File: src/hw/bridge_tail_defs.svh
//
// Overview of operation
// - io limit upper half, rw, reset zero
// - capability pointer reads 80h, rest zero
// - expansion rom base always reads zero
// - interrupt routing line rw, reset zero
// - interrupt pin field reads fixed 01h
// - bit 16 enables secondary parity detection in forward mode only
// - forward: bit 16 gates secondary parity response
// - reverse: bit 16 gates poisoned tlp status
// - bit 17 forwards secondary system error, forward mode only (forced zero in reverse)
// - bit 18 sends isa alias range upstream
// - bit 19 forwards vga ranges when enabled
// - bit 20 picks 10 or 16 bit
// - bit 21 clear hides master aborts
// - bit 21 set reports master aborts
// - bit 22 drives secondary or hot reset
// - bit 23 fast back-to-back reads zero
`ifndef BRIDGE_TAIL_DEFS_SVH
`define BRIDGE_TAIL_DEFS_SVH
// ----------------------------------------
// register offsets
// ----------------------------------------
`define OFF_IO_LIM    8'h30
`define OFF_CAP_PTR   8'h34
`define OFF_ROM_BASE  8'h38
`define OFF_INT_CTL   8'h3C
`define OFF_EVT_STAT  8'h50
`define OFF_EVT_CLR   8'h54
`define OFF_EVT_EN    8'h58
// ----------------------------------------
// fields and values
// ----------------------------------------
`define IO_LIM_MSB    31
`define IO_LIM_LSB    16
`define INT_LINE_MSB  7
`define INT_LINE_LSB  0
`define CTL_MSB       23
`define CTL_LSB       16
`define EVT_MSB       3
`define CAP_PTR_VAL   32'h0000_0080
`define ROM_BASE_VAL  32'h0000_0000
`define INT_PIN_VAL   8'h01
`define ZERO32        32'h0000_0000
`define ALL_ONES      32'hFFFF_FFFF
`define CTL_RST       8'h00
`define LINE_RST      8'h00
`define IO_LIM_RST    16'h0000
`define EVT_RST       4'h0
// ----------------------------------------
// address decode constants
// ----------------------------------------
`define ISA_LIMIT     32'h0000_FFFF
`define ISA_ALIAS_M   16'h0300
`define IO10_MASK     16'h03FF
`define VGA_IOA_LO    16'h03B0
`define VGA_IOA_HI    16'h03BB
`define VGA_IOB_LO    16'h03C0
`define VGA_IOB_HI    16'h03DF
`define VGA_MEM_LO    32'h000A_0000
`define VGA_MEM_HI    32'h000B_FFFF
`endif

File: src/hw/bridge_tail_pkg.sv
package bridge_tail_pkg;
    // bridge control bits 23 down to 16
    typedef struct packed {
        logic fbb_en;
        logic sec_rst;
        logic mabort_mode;
        logic vga16;
        logic vga_en;
        logic isa_en;
        logic serr_en;
        logic par_en;
    } bridge_ctl_t;

    // sticky event bits
    typedef struct packed {
        logic mabort_rep;
        logic serr_fwd;
        logic poison;
        logic par_err;
    } evt_t;
endpackage : bridge_tail_pkg

File: src/hw/bridge_header_tail_and_control.sv
// The APB interface to the registers is this design's own decision.
`timescale 1ns/1ps
`include "bridge_tail_defs.svh"
module bridge_header_tail_and_control
    import bridge_tail_pkg::*;
(
    // clock, reset, enable
    input  wire logic        pclk,
    input  wire logic        presetn,
    input  wire logic        ce,
    // apb slave
    input  wire logic        psel,
    input  wire logic        penable,
    input  wire logic        pwrite,
    input  wire logic [7:0]  paddr,
    input  wire logic [31:0] pwdata,
    output logic      [31:0] prdata,
    output logic             pready,
    output logic             pslverr,
    // direction strap, high for reverse
    input  wire logic        reverse_strap,
    // command register enables
    input  wire logic        io_space_en,
    input  wire logic        mem_space_en,
    input  wire logic        serr_report_en,
    // secondary side events
    input  wire logic        sec_parity_err,
    input  wire logic        poisoned_tlp,
    input  wire logic        system_error_n,
    // address decode request
    input  wire logic        dec_valid,
    input  wire logic        dec_is_io,
    input  wire logic [31:0] dec_addr,
    input  wire logic        dec_window_hit,
    output logic             fwd_down,
    output logic             fwd_up,
    // master abort handling
    input  wire logic        mabort,
    input  wire logic        mabort_read,
    input  wire logic        mabort_ta_ok,
    output logic             abort_fill_ones,
    output logic             target_abort,
    output logic             primary_system_error_n,
    // error, reset, io limit and interrupt outputs
    output logic             sec_parity_detect_en,
    output logic             data_par_status_set,
    output logic             err_msg_req,
    output logic             sec_bus_reset_n,
    output logic             link_hot_reset,
    output logic [15:0]      io_limit_upper,
    output logic             legacy_interrupt_a_n
);
    // ----------------------------------------
    // decode helpers
    // ----------------------------------------
    function automatic logic in_rng16(input logic [15:0] a, input logic [15:0] lo,
                                      input logic [15:0] hi);
        in_rng16 = (a >= lo) && (a <= hi);
    endfunction : in_rng16

    function automatic logic vga_io_hit(input logic [31:0] a, input logic w16);
        logic [15:0] c;
        c = w16 ? a[15:0] : (a[15:0] & `IO10_MASK);
        vga_io_hit = (!w16 || a <= `ISA_LIMIT)
                     && (in_rng16(c, `VGA_IOA_LO, `VGA_IOA_HI)
                         || in_rng16(c, `VGA_IOB_LO, `VGA_IOB_HI));
    endfunction : vga_io_hit

    // ----------------------------------------
    // state
    // ----------------------------------------
    bridge_ctl_t ctl_r;
    evt_t        stat_r;
    evt_t        en_r;
    logic [7:0]  line_r;
    logic        reverse_r;
    logic        dir_valid_r;
    logic        serr_prev_r;

    // ----------------------------------------
    // apb decode
    // ----------------------------------------
    wire acc_start = ce && psel && penable && !pready;
    wire wr_fire   = ce && psel && penable && pready && pwrite;
    wire hit_lim   = paddr == `OFF_IO_LIM;
    wire hit_cap   = paddr == `OFF_CAP_PTR;
    wire hit_rom   = paddr == `OFF_ROM_BASE;
    wire hit_ctl   = paddr == `OFF_INT_CTL;
    wire hit_stat  = paddr == `OFF_EVT_STAT;
    wire hit_clr   = paddr == `OFF_EVT_CLR;
    wire hit_en    = paddr == `OFF_EVT_EN;
    wire mapped    = hit_lim | hit_cap | hit_rom | hit_ctl | hit_stat | hit_clr | hit_en;

    wire bridge_ctl_t ctl_ro = '{fbb_en: 1'b0, sec_rst: ctl_r.sec_rst,
                                 mabort_mode: ctl_r.mabort_mode, vga16: ctl_r.vga16,
                                 vga_en: ctl_r.vga_en, isa_en: ctl_r.isa_en,
                                 serr_en: ctl_r.serr_en, par_en: ctl_r.par_en};
    wire [31:0] rd_ctl  = {8'h00, ctl_ro, `INT_PIN_VAL, line_r};
    wire [31:0] rd_data = hit_lim  ? {io_limit_upper, 16'h0000} :
                          hit_cap  ? `CAP_PTR_VAL :
                          hit_rom  ? `ROM_BASE_VAL :
                          hit_ctl  ? rd_ctl :
                          hit_stat ? {28'h000_0000, stat_r} :
                          hit_en   ? {28'h000_0000, en_r} : `ZERO32;

    // written control byte, fixed and direction-locked bits forced to zero
    wire bridge_ctl_t wr_ctl = pwdata[`CTL_MSB:`CTL_LSB];
    wire bridge_ctl_t ctl_nxt = '{fbb_en: 1'b0,
                                  sec_rst: wr_ctl.sec_rst,
                                  mabort_mode: wr_ctl.mabort_mode,
                                  vga16: wr_ctl.vga16,
                                  vga_en: wr_ctl.vga_en,
                                  isa_en: wr_ctl.isa_en,
                                  serr_en: wr_ctl.serr_en && !reverse_r,
                                  par_en: wr_ctl.par_en};

    // ----------------------------------------
    // apb answer
    // ----------------------------------------
    always_ff @(posedge pclk or negedge presetn) begin
        if (!presetn) begin
            pready  <= 1'b0;
            pslverr <= 1'b0;
            prdata  <= `ZERO32;
        end else if (ce) begin
            pready  <= acc_start;
            pslverr <= acc_start && !mapped;
            prdata  <= (acc_start && !pwrite) ? rd_data : `ZERO32;
        end
    end

    // ----------------------------------------
    // configuration registers
    // ----------------------------------------
    always_ff @(posedge pclk or negedge presetn) begin
        if (!presetn) begin
            io_limit_upper <= `IO_LIM_RST;
            line_r         <= `LINE_RST;
            ctl_r          <= `CTL_RST;
            en_r           <= `EVT_RST;
        end else if (wr_fire) begin
            if (hit_lim)
                io_limit_upper <= pwdata[`IO_LIM_MSB:`IO_LIM_LSB];
            if (hit_ctl) begin
                line_r <= pwdata[`INT_LINE_MSB:`INT_LINE_LSB];
                ctl_r  <= ctl_nxt;
            end
            if (hit_en)
                en_r <= pwdata[`EVT_MSB:0];
        end
    end

    // direction strap caught on first enabled edge after release
    always_ff @(posedge pclk or negedge presetn) begin
        if (!presetn) begin
            reverse_r   <= 1'b0;
            dir_valid_r <= 1'b0;
        end else if (ce && !dir_valid_r) begin
            reverse_r   <= reverse_strap;
            dir_valid_r <= 1'b1;
        end
    end

    // ----------------------------------------
    // error handling
    // ----------------------------------------
    wire fwd_mode     = dir_valid_r && !reverse_r;
    wire rev_mode     = dir_valid_r && reverse_r;
    wire ev_par       = fwd_mode && ctl_r.par_en && sec_parity_err;
    wire ev_poison    = rev_mode && ctl_r.par_en && poisoned_tlp;
    wire serr_fall    = serr_prev_r && !system_error_n;
    wire ev_serr      = fwd_mode && ctl_r.serr_en && serr_fall;
    wire ev_ta        = mabort && ctl_r.mabort_mode && mabort_ta_ok;
    wire ev_pserr     = mabort && ctl_r.mabort_mode && !mabort_ta_ok
                        && serr_report_en;
    wire ev_ones      = mabort && !ctl_r.mabort_mode && mabort_read;
    wire evt_t ev_now = '{mabort_rep: ev_ta | ev_pserr, serr_fwd: ev_serr,
                          poison: ev_poison, par_err: ev_par};
    wire evt_t clr_w  = (wr_fire && hit_clr) ? evt_t'(pwdata[`EVT_MSB:0]) : evt_t'(`EVT_RST);
    wire evt_t stat_nxt = evt_t'((stat_r & ~clr_w) | ev_now);

    always_ff @(posedge pclk or negedge presetn) begin
        if (!presetn) begin
            serr_prev_r            <= 1'b1;
            stat_r                 <= `EVT_RST;
            sec_parity_detect_en   <= 1'b0;
            data_par_status_set    <= 1'b0;
            err_msg_req            <= 1'b0;
            abort_fill_ones        <= 1'b0;
            target_abort           <= 1'b0;
            primary_system_error_n <= 1'b1;
            legacy_interrupt_a_n   <= 1'b1;
        end else if (ce) begin
            serr_prev_r            <= system_error_n;
            stat_r                 <= stat_nxt;
            sec_parity_detect_en   <= fwd_mode && ctl_r.par_en;
            data_par_status_set    <= ev_poison;
            err_msg_req            <= ev_serr;
            abort_fill_ones        <= ev_ones;
            target_abort           <= ev_ta;
            primary_system_error_n <= !ev_pserr;
            legacy_interrupt_a_n   <= !(|(stat_nxt & en_r));
        end
    end

    // ----------------------------------------
    // forwarding decode and secondary reset
    // ----------------------------------------
    wire isa_alias  = dec_addr <= `ISA_LIMIT && |(dec_addr[15:0] & `ISA_ALIAS_M);
    wire vga_mem    = dec_addr >= `VGA_MEM_LO && dec_addr <= `VGA_MEM_HI;
    wire vga_hit    = ctl_r.vga_en && (dec_is_io
                      ? (io_space_en && vga_io_hit(dec_addr, ctl_r.vga16))
                      : (mem_space_en && vga_mem));
    wire win_down   = dec_window_hit && !(dec_is_io && ctl_r.isa_en && isa_alias);
    wire down_nxt   = dec_valid && (vga_hit || win_down);
    wire up_nxt     = dec_valid && !down_nxt;

    always_ff @(posedge pclk or negedge presetn) begin
        if (!presetn) begin
            fwd_down        <= 1'b0;
            fwd_up          <= 1'b0;
            sec_bus_reset_n <= 1'b1;
            link_hot_reset  <= 1'b0;
        end else if (ce) begin
            fwd_down        <= down_nxt;
            fwd_up          <= up_nxt;
            sec_bus_reset_n <= !(ctl_r.sec_rst && fwd_mode);
            link_hot_reset  <= ctl_r.sec_rst && rev_mode;
        end
    end
endmodule : bridge_header_tail_and_control

File: config.mk
export PLATFORM = sky130hd
export DESIGN_NAME = bridge_header_tail_and_control
export DESIGN_NICKNAME = d
export VERILOG_FILES = /design/src/hw/bridge_tail_pkg.sv /design/src/hw/bridge_header_tail_and_control.sv
export VERILOG_INCLUDE_DIRS = /design/src /design/src/hw
export SDC_FILE = /design/constraint.sdc
export NUM_CORES = 1
export LEC_CHECK = 0
export ABC_AREA = 0
export CAP_MARGIN = 20
export CORE_MARGIN = 5
export CORE_UTILIZATION = 67
export CTS_BUF_LIST = sky130_fd_sc_hd__clkbuf_16
export CTS_CLUSTER_DIAMETER = 40
export DETAILED_ROUTE_END_ITERATION = 7
export DONT_BUFFER_PORTS = 1
export PLACE_DENSITY_LB_ADDON = 0.08
export SLEW_MARGIN = 30
export SYNTH_ARGS = -nofsm -noshare
export SYNTH_HDL_FRONTEND = slang
export SYNTH_SLANG_ARGS = --single-unit
File: constraint.sdc
create_clock -name pclk -period 2.15 [get_ports pclk]
set_input_delay 0.3225 -clock pclk [delete_from_list [all_inputs] [get_ports pclk]]
set_output_delay 0.3225 -clock pclk [all_outputs]
set_load 0.02 [all_outputs]
* Word-level counts from Yosys, hierarchy flattened
Index checks and enable logic that the tools add are counted.
** Storage, ports and cells
- Register bits :: 87
- Input port bits :: 91
- Logic and storage cells :: 131
** Operators by class
- Order comparisons :: 7
- Eq/ne operators :: 7
- Multiplexer cells :: 10
- Bitwise operators :: 11
- Reduce and logical (&&, ||, !) cells :: 62
** Operators by type and width (count)
- 2-to-1 mux 23 bit :: 3
- 2-to-1 mux 32 bit :: 2
- logical AND 1 bit :: 40
- equality test 8 x 6 -> 1 bit (second input constant) :: 4
- greater-or-equal comparator 16 x 10 -> 1 bit (second input constant) :: 2
- greater-or-equal comparator 32 x 20 -> 1 bit (second input constant) :: 1
- less-or-equal comparator 16 x 10 -> 1 bit (second input constant) :: 2
- less-or-equal comparator 32 x 16 -> 1 bit (second input constant) :: 1
- less-or-equal comparator 32 x 20 -> 1 bit (second input constant) :: 1
- equality test 8 x 7 -> 1 bit (second input constant) :: 3
- 2-to-1 mux 16 bit :: 1
- logical NOT 1 bit :: 14
- 2-to-1 mux 4 bit :: 3
- bitwise AND 4 bit :: 2
- OR 1 bit :: 7
- AND reduction 2 bit :: 3
- inverter 4 bit :: 1
- OR 4 bit :: 1
- OR reduction 4 bit :: 1
- logical OR 1 bit :: 3
- OR reduction 2 bit :: 1
- 2-to-1 mux 1 bit :: 1

* Logic depth before layout (Yosys ltp)
- Depth in word-level cells :: 12
- Depth in mapped cells :: 7

* Worst setup path before layout
No wires, ideal clock.
- Path kind :: in2reg
- Start :: input paddr[1]
- End :: register io_limit_upper[0]
- Data arrival time :: 2039 ps
- Required time :: 2025 ps
- Slack :: -14 ps
- Stages :: 7
- Path buffers :: 2
- Path through :: or4b_1 > buf_2 > nor3_1 > nand3b_1 > nor3_4 > buf_6 > mux2_2
** On the way
- Longest elaborated chain between the ends :: 2
** RTL lines
- start: declaration :: RTL line bridge_header_tail_and_control.sv:15 : input wire logic [7:0] paddr,
- equality test 8 x 6 -> 1 bit (no source line)
- AND reduction 2 bit (no source line)
- end signal: assignment :: RTL line bridge_header_tail_and_control.sv:137 : io_limit_upper <= `IO_LIM_RST;
- end signal: assignment :: RTL line bridge_header_tail_and_control.sv:143 : io_limit_upper <= pwdata[`IO_LIM_MSB:`IO_LIM_LSB];
- end: declaration :: RTL line bridge_header_tail_and_control.sv:50 : output logic [15:0] io_limit_upper,
Every way passes these cells.
A chain may end at the register's enable or synchronous reset.

* Worst setup path after layout
- Start :: input paddr[1]
- End :: register io_limit_upper[9]
Same word-level chain as after synthesis.

==> summary.txt <==
Outcome
  – Failing checks: negative hold slack
  – Status: finished, violations left

Finish
  – Nets: between 300 and 400
  – Final Util: between 70% and 80%
  – Commonest non-fill, non-tap cell in the layout: dfrtp_1
  – Fraction of layout instances using a drive strength above 1: between 20% and 30%
  – Commonest non-fill, non-tap cells in the layout: dfrtp_1 (76), mux2_2 (29), a22o_1 (16), nand2_1 (11), inv_1 (10)
  – Ant. Diodes: 0
  – Area grow syn2layout: 10.3%
  – Layout Cells excl Fill: 360

CTS
  – TritonCTS Buffers: 9
  – H-tree levels: 3
  – Clock sinks: 80
  – Clk pin slew, worst setup/hold paths: roughly 0.060 ns
  – CTS Buffer Depth: 2
  – Root Buffer: clkbuf_16
  – Worst skew pair latency: around 0.33 ns
  – CTS tree: yes

Place
  – IO Port Bufs: 0
  – Final HPWL DP: around 5600 um
  – Placed Cells: 344
  – Pre-CTS setup slack: 0.0722 ns
  – Gpl congestion: 0.799

Floorplanning
  – IO Pins: 152
  – Placeable Area: between 0.005 and 0.006 mm^2
  – DIE AREA: 0.00689 mm^2
  – Starting density of the core: between 60% and 70%
  – Die Y-Extent: 83.0 um
  – Row cnt: 26
  – Die Width: around 83 um

Timing
  – Hold WS: -0.315 ns
  – Period utilization: 81.2%
  – Final number of hold-violating endpoints: 80
  – Setup TNS: 0 ns
  – Minimum clock period: 1.75 ns
  – Final setup viols: 0
  – Max frequency: 0.573 GHz
  – Unrepaired setup endpoints after global routing: false
  – Setup Skew: 0.00539 ns
  – Final worst setup slack: 0.404 ns
  – Slew Limit Fails: 0
  – Worst-margin pin slew: around 0.64 ns
  – Worst rel slew slack: 56.3%

Routing
  – Drt drc: 0
  – Starting DRT DRC Count: 180
  – Drt via density: 6.53
  – Antenna Nets Post-Route: 0
  – DRT Pass-1 Iters: 4
  – Routed wire length: 7950 um
  – Via count: 2,350
  – Routed wire per std cell: roughly 22 um

Power and ir drop
  – Total Power: slightly above 0.003 W
  – P_leak: around 1.9 nW
  – Power Dens Cells: 783 mW/mm^2
  – Worst IR Drop VDD: 0.000473 V

Job
  – Max-cap violations: 0

Setup path
  – CP top delay family: simple AND/OR/NAND/NOR gates
  – Worst EP arrival: 1.96 ns
  – Worst path slowest cell: or4b_4
  – Crit Reg-Reg Startpoint: pready$_DFFE_PN0P_
  – Critical-path cell list: or4b_4 > nor3_1 > nand3b_1 > nor3_4 > buf_12 > mux2_2
  – CP bufs+invs: 1
  – Critical Path End Type: flip-flop
  – Crit-path max cell delay: 0.59 ns
  – Critical setup path kind: in2reg
  – Worst Path Max Fanout: 16
  – CP startpoint: paddr[1]
  – CP Data Required Time: 2.37 ns
  – Startpoint Class: input pin

Synthesis
  – Post-synthesis sequential area ratio: 56.2%
  – Synth area leaders: dfrtp_1 (53%), mux2_2 (9.1%), a22o_1 (3.9%), mux2_4 (3.4%), dfstp_2 (2.9%)
  – Yosys top cell area share: 53.3%
  – Ys Warns: 0
  – Synth Instances: 276
  – Synthesized cell area: approximately 0.0036 mm^2
  – Syn avg cell area: 12.9 um^2
  – Ys flop type: dfrtp_1
  – EDFF count, synth: 0
  – Asr flop ratio synth: between 90% and 100%
  – Biggest area consumer among synthesized cells: dfrtp_1
  – Synth cell types: 56
  – #FFs+latches synth: 80

Global route
  – GRT Util Overall: 23.6%
  – GRT Residual Overflow: 0
  – Vias in the first global route: 2,460
  – Largest net degree at the start of global routing: 81
  – First-pass GRT wire length: about 13,000 um
  – Initial antenna violation count: 0

Hold path
  – HP Class: in2async
[kinds of logic after synthesis]
group | Yosys count | share of synthesized area [%]
other | 1 | 0.105
multiplexers | 38 | 12.8
AND/OR/NAND/NOR | 71 | 13.2
AO/OA/AOI/OAI | 60 | 13.5
flip-flops | 80 | 56.2
buffers and inverters | 26 | 4.14
[layout make-up]
| type | instances | area [um^2] |
|---|---|---|
| Tap cell | 70 | 87.6 |
| Timing Repair Buffer | 9 | 80.1 |
| Sequential cell | 80 | 2010 |
| Multi-Input combinational cell | 176 | 1440 |
| Inverter | 9 | 33.8 |
| Clock inverter | 7 | 62.6 |
| Fill cell | 346 | 1200 |
| Clock buffer | 9 | 225 |
[path summary, 6_finish.rpt]
kind	to	slack (ns)	depth (start not counted)
worst max-delay path	io_limit_upper[9]$_DFFE_PN0P_	0.40	6
worst min-delay path	target_abort$_DFFE_PN0P_	-0.32	0
worst max register to register	legacy_interrupt_a_n$_DFFE_PN1P_	0.41	6
worst min register to register	sec_bus_reset_n$_DFFE_PN1P_	0.49	1
max in group asynchronous	serr_prev_r$_DFFE_PN1P_	2.27	0
min in group pclk	primary_system_error_n$_DFFE_PN1P_	0.04	1
[repair_timing]
action,CTS,global route
gates resized for setup,0,0
hold endpoints to repair,80,80
buffers inserted,0,0
[flip-flops by register name, indices dropped and copies added (netlist names), 4 cells and up]
| signal | count |
|---|---|
| ctl_r | 7 |
| en_r | 4 |
| io_limit_upper | 16 |
| line_r | 8 |
| prdata | 25 |
| stat_r | 4 |
[power by group]
group	leakage (nW)	switching, W	total [W]	internal [W]
combinational	0.650	0.0000424	0.0000699	0.0000275
clock	0.142	0.000577	0.00146	0.000888
sequential	1.09	0.0000256	0.00155	0.00152
[Yosys cell counts (all sizes together) (5+ instances only)]
cell,number
dfrtp,76
mux2,37
a22o,16
buf,14
nand2,13
inv,9
nor2,9
o21ai,9
nor2b,8
a221o,7
nand2b,5
nand4,5
nor4,5
o2bb2ai,5
[routing by layer]
metal  vias to the layer above  track usage, %  part of all wire (%)
met1                      1188            29.7                    39
met4                         0            7.13                   1.1
met5                         -               0                     0
met3                        10            9.41                   9.6
met2                       106            37.6                    51
li1                       1046               -                     -
[per-stage QoR]
step	instance area [um^2]	hold WS [ns]
final	3940	-0.315
after global routing	3940	-0.331
after CTS	3940	-0.327
after detailed placement	3650	0.0291
after global placement	3650	0.0287
after floorplan	3600	0.0269
Power figures use the tool's default switching activity.
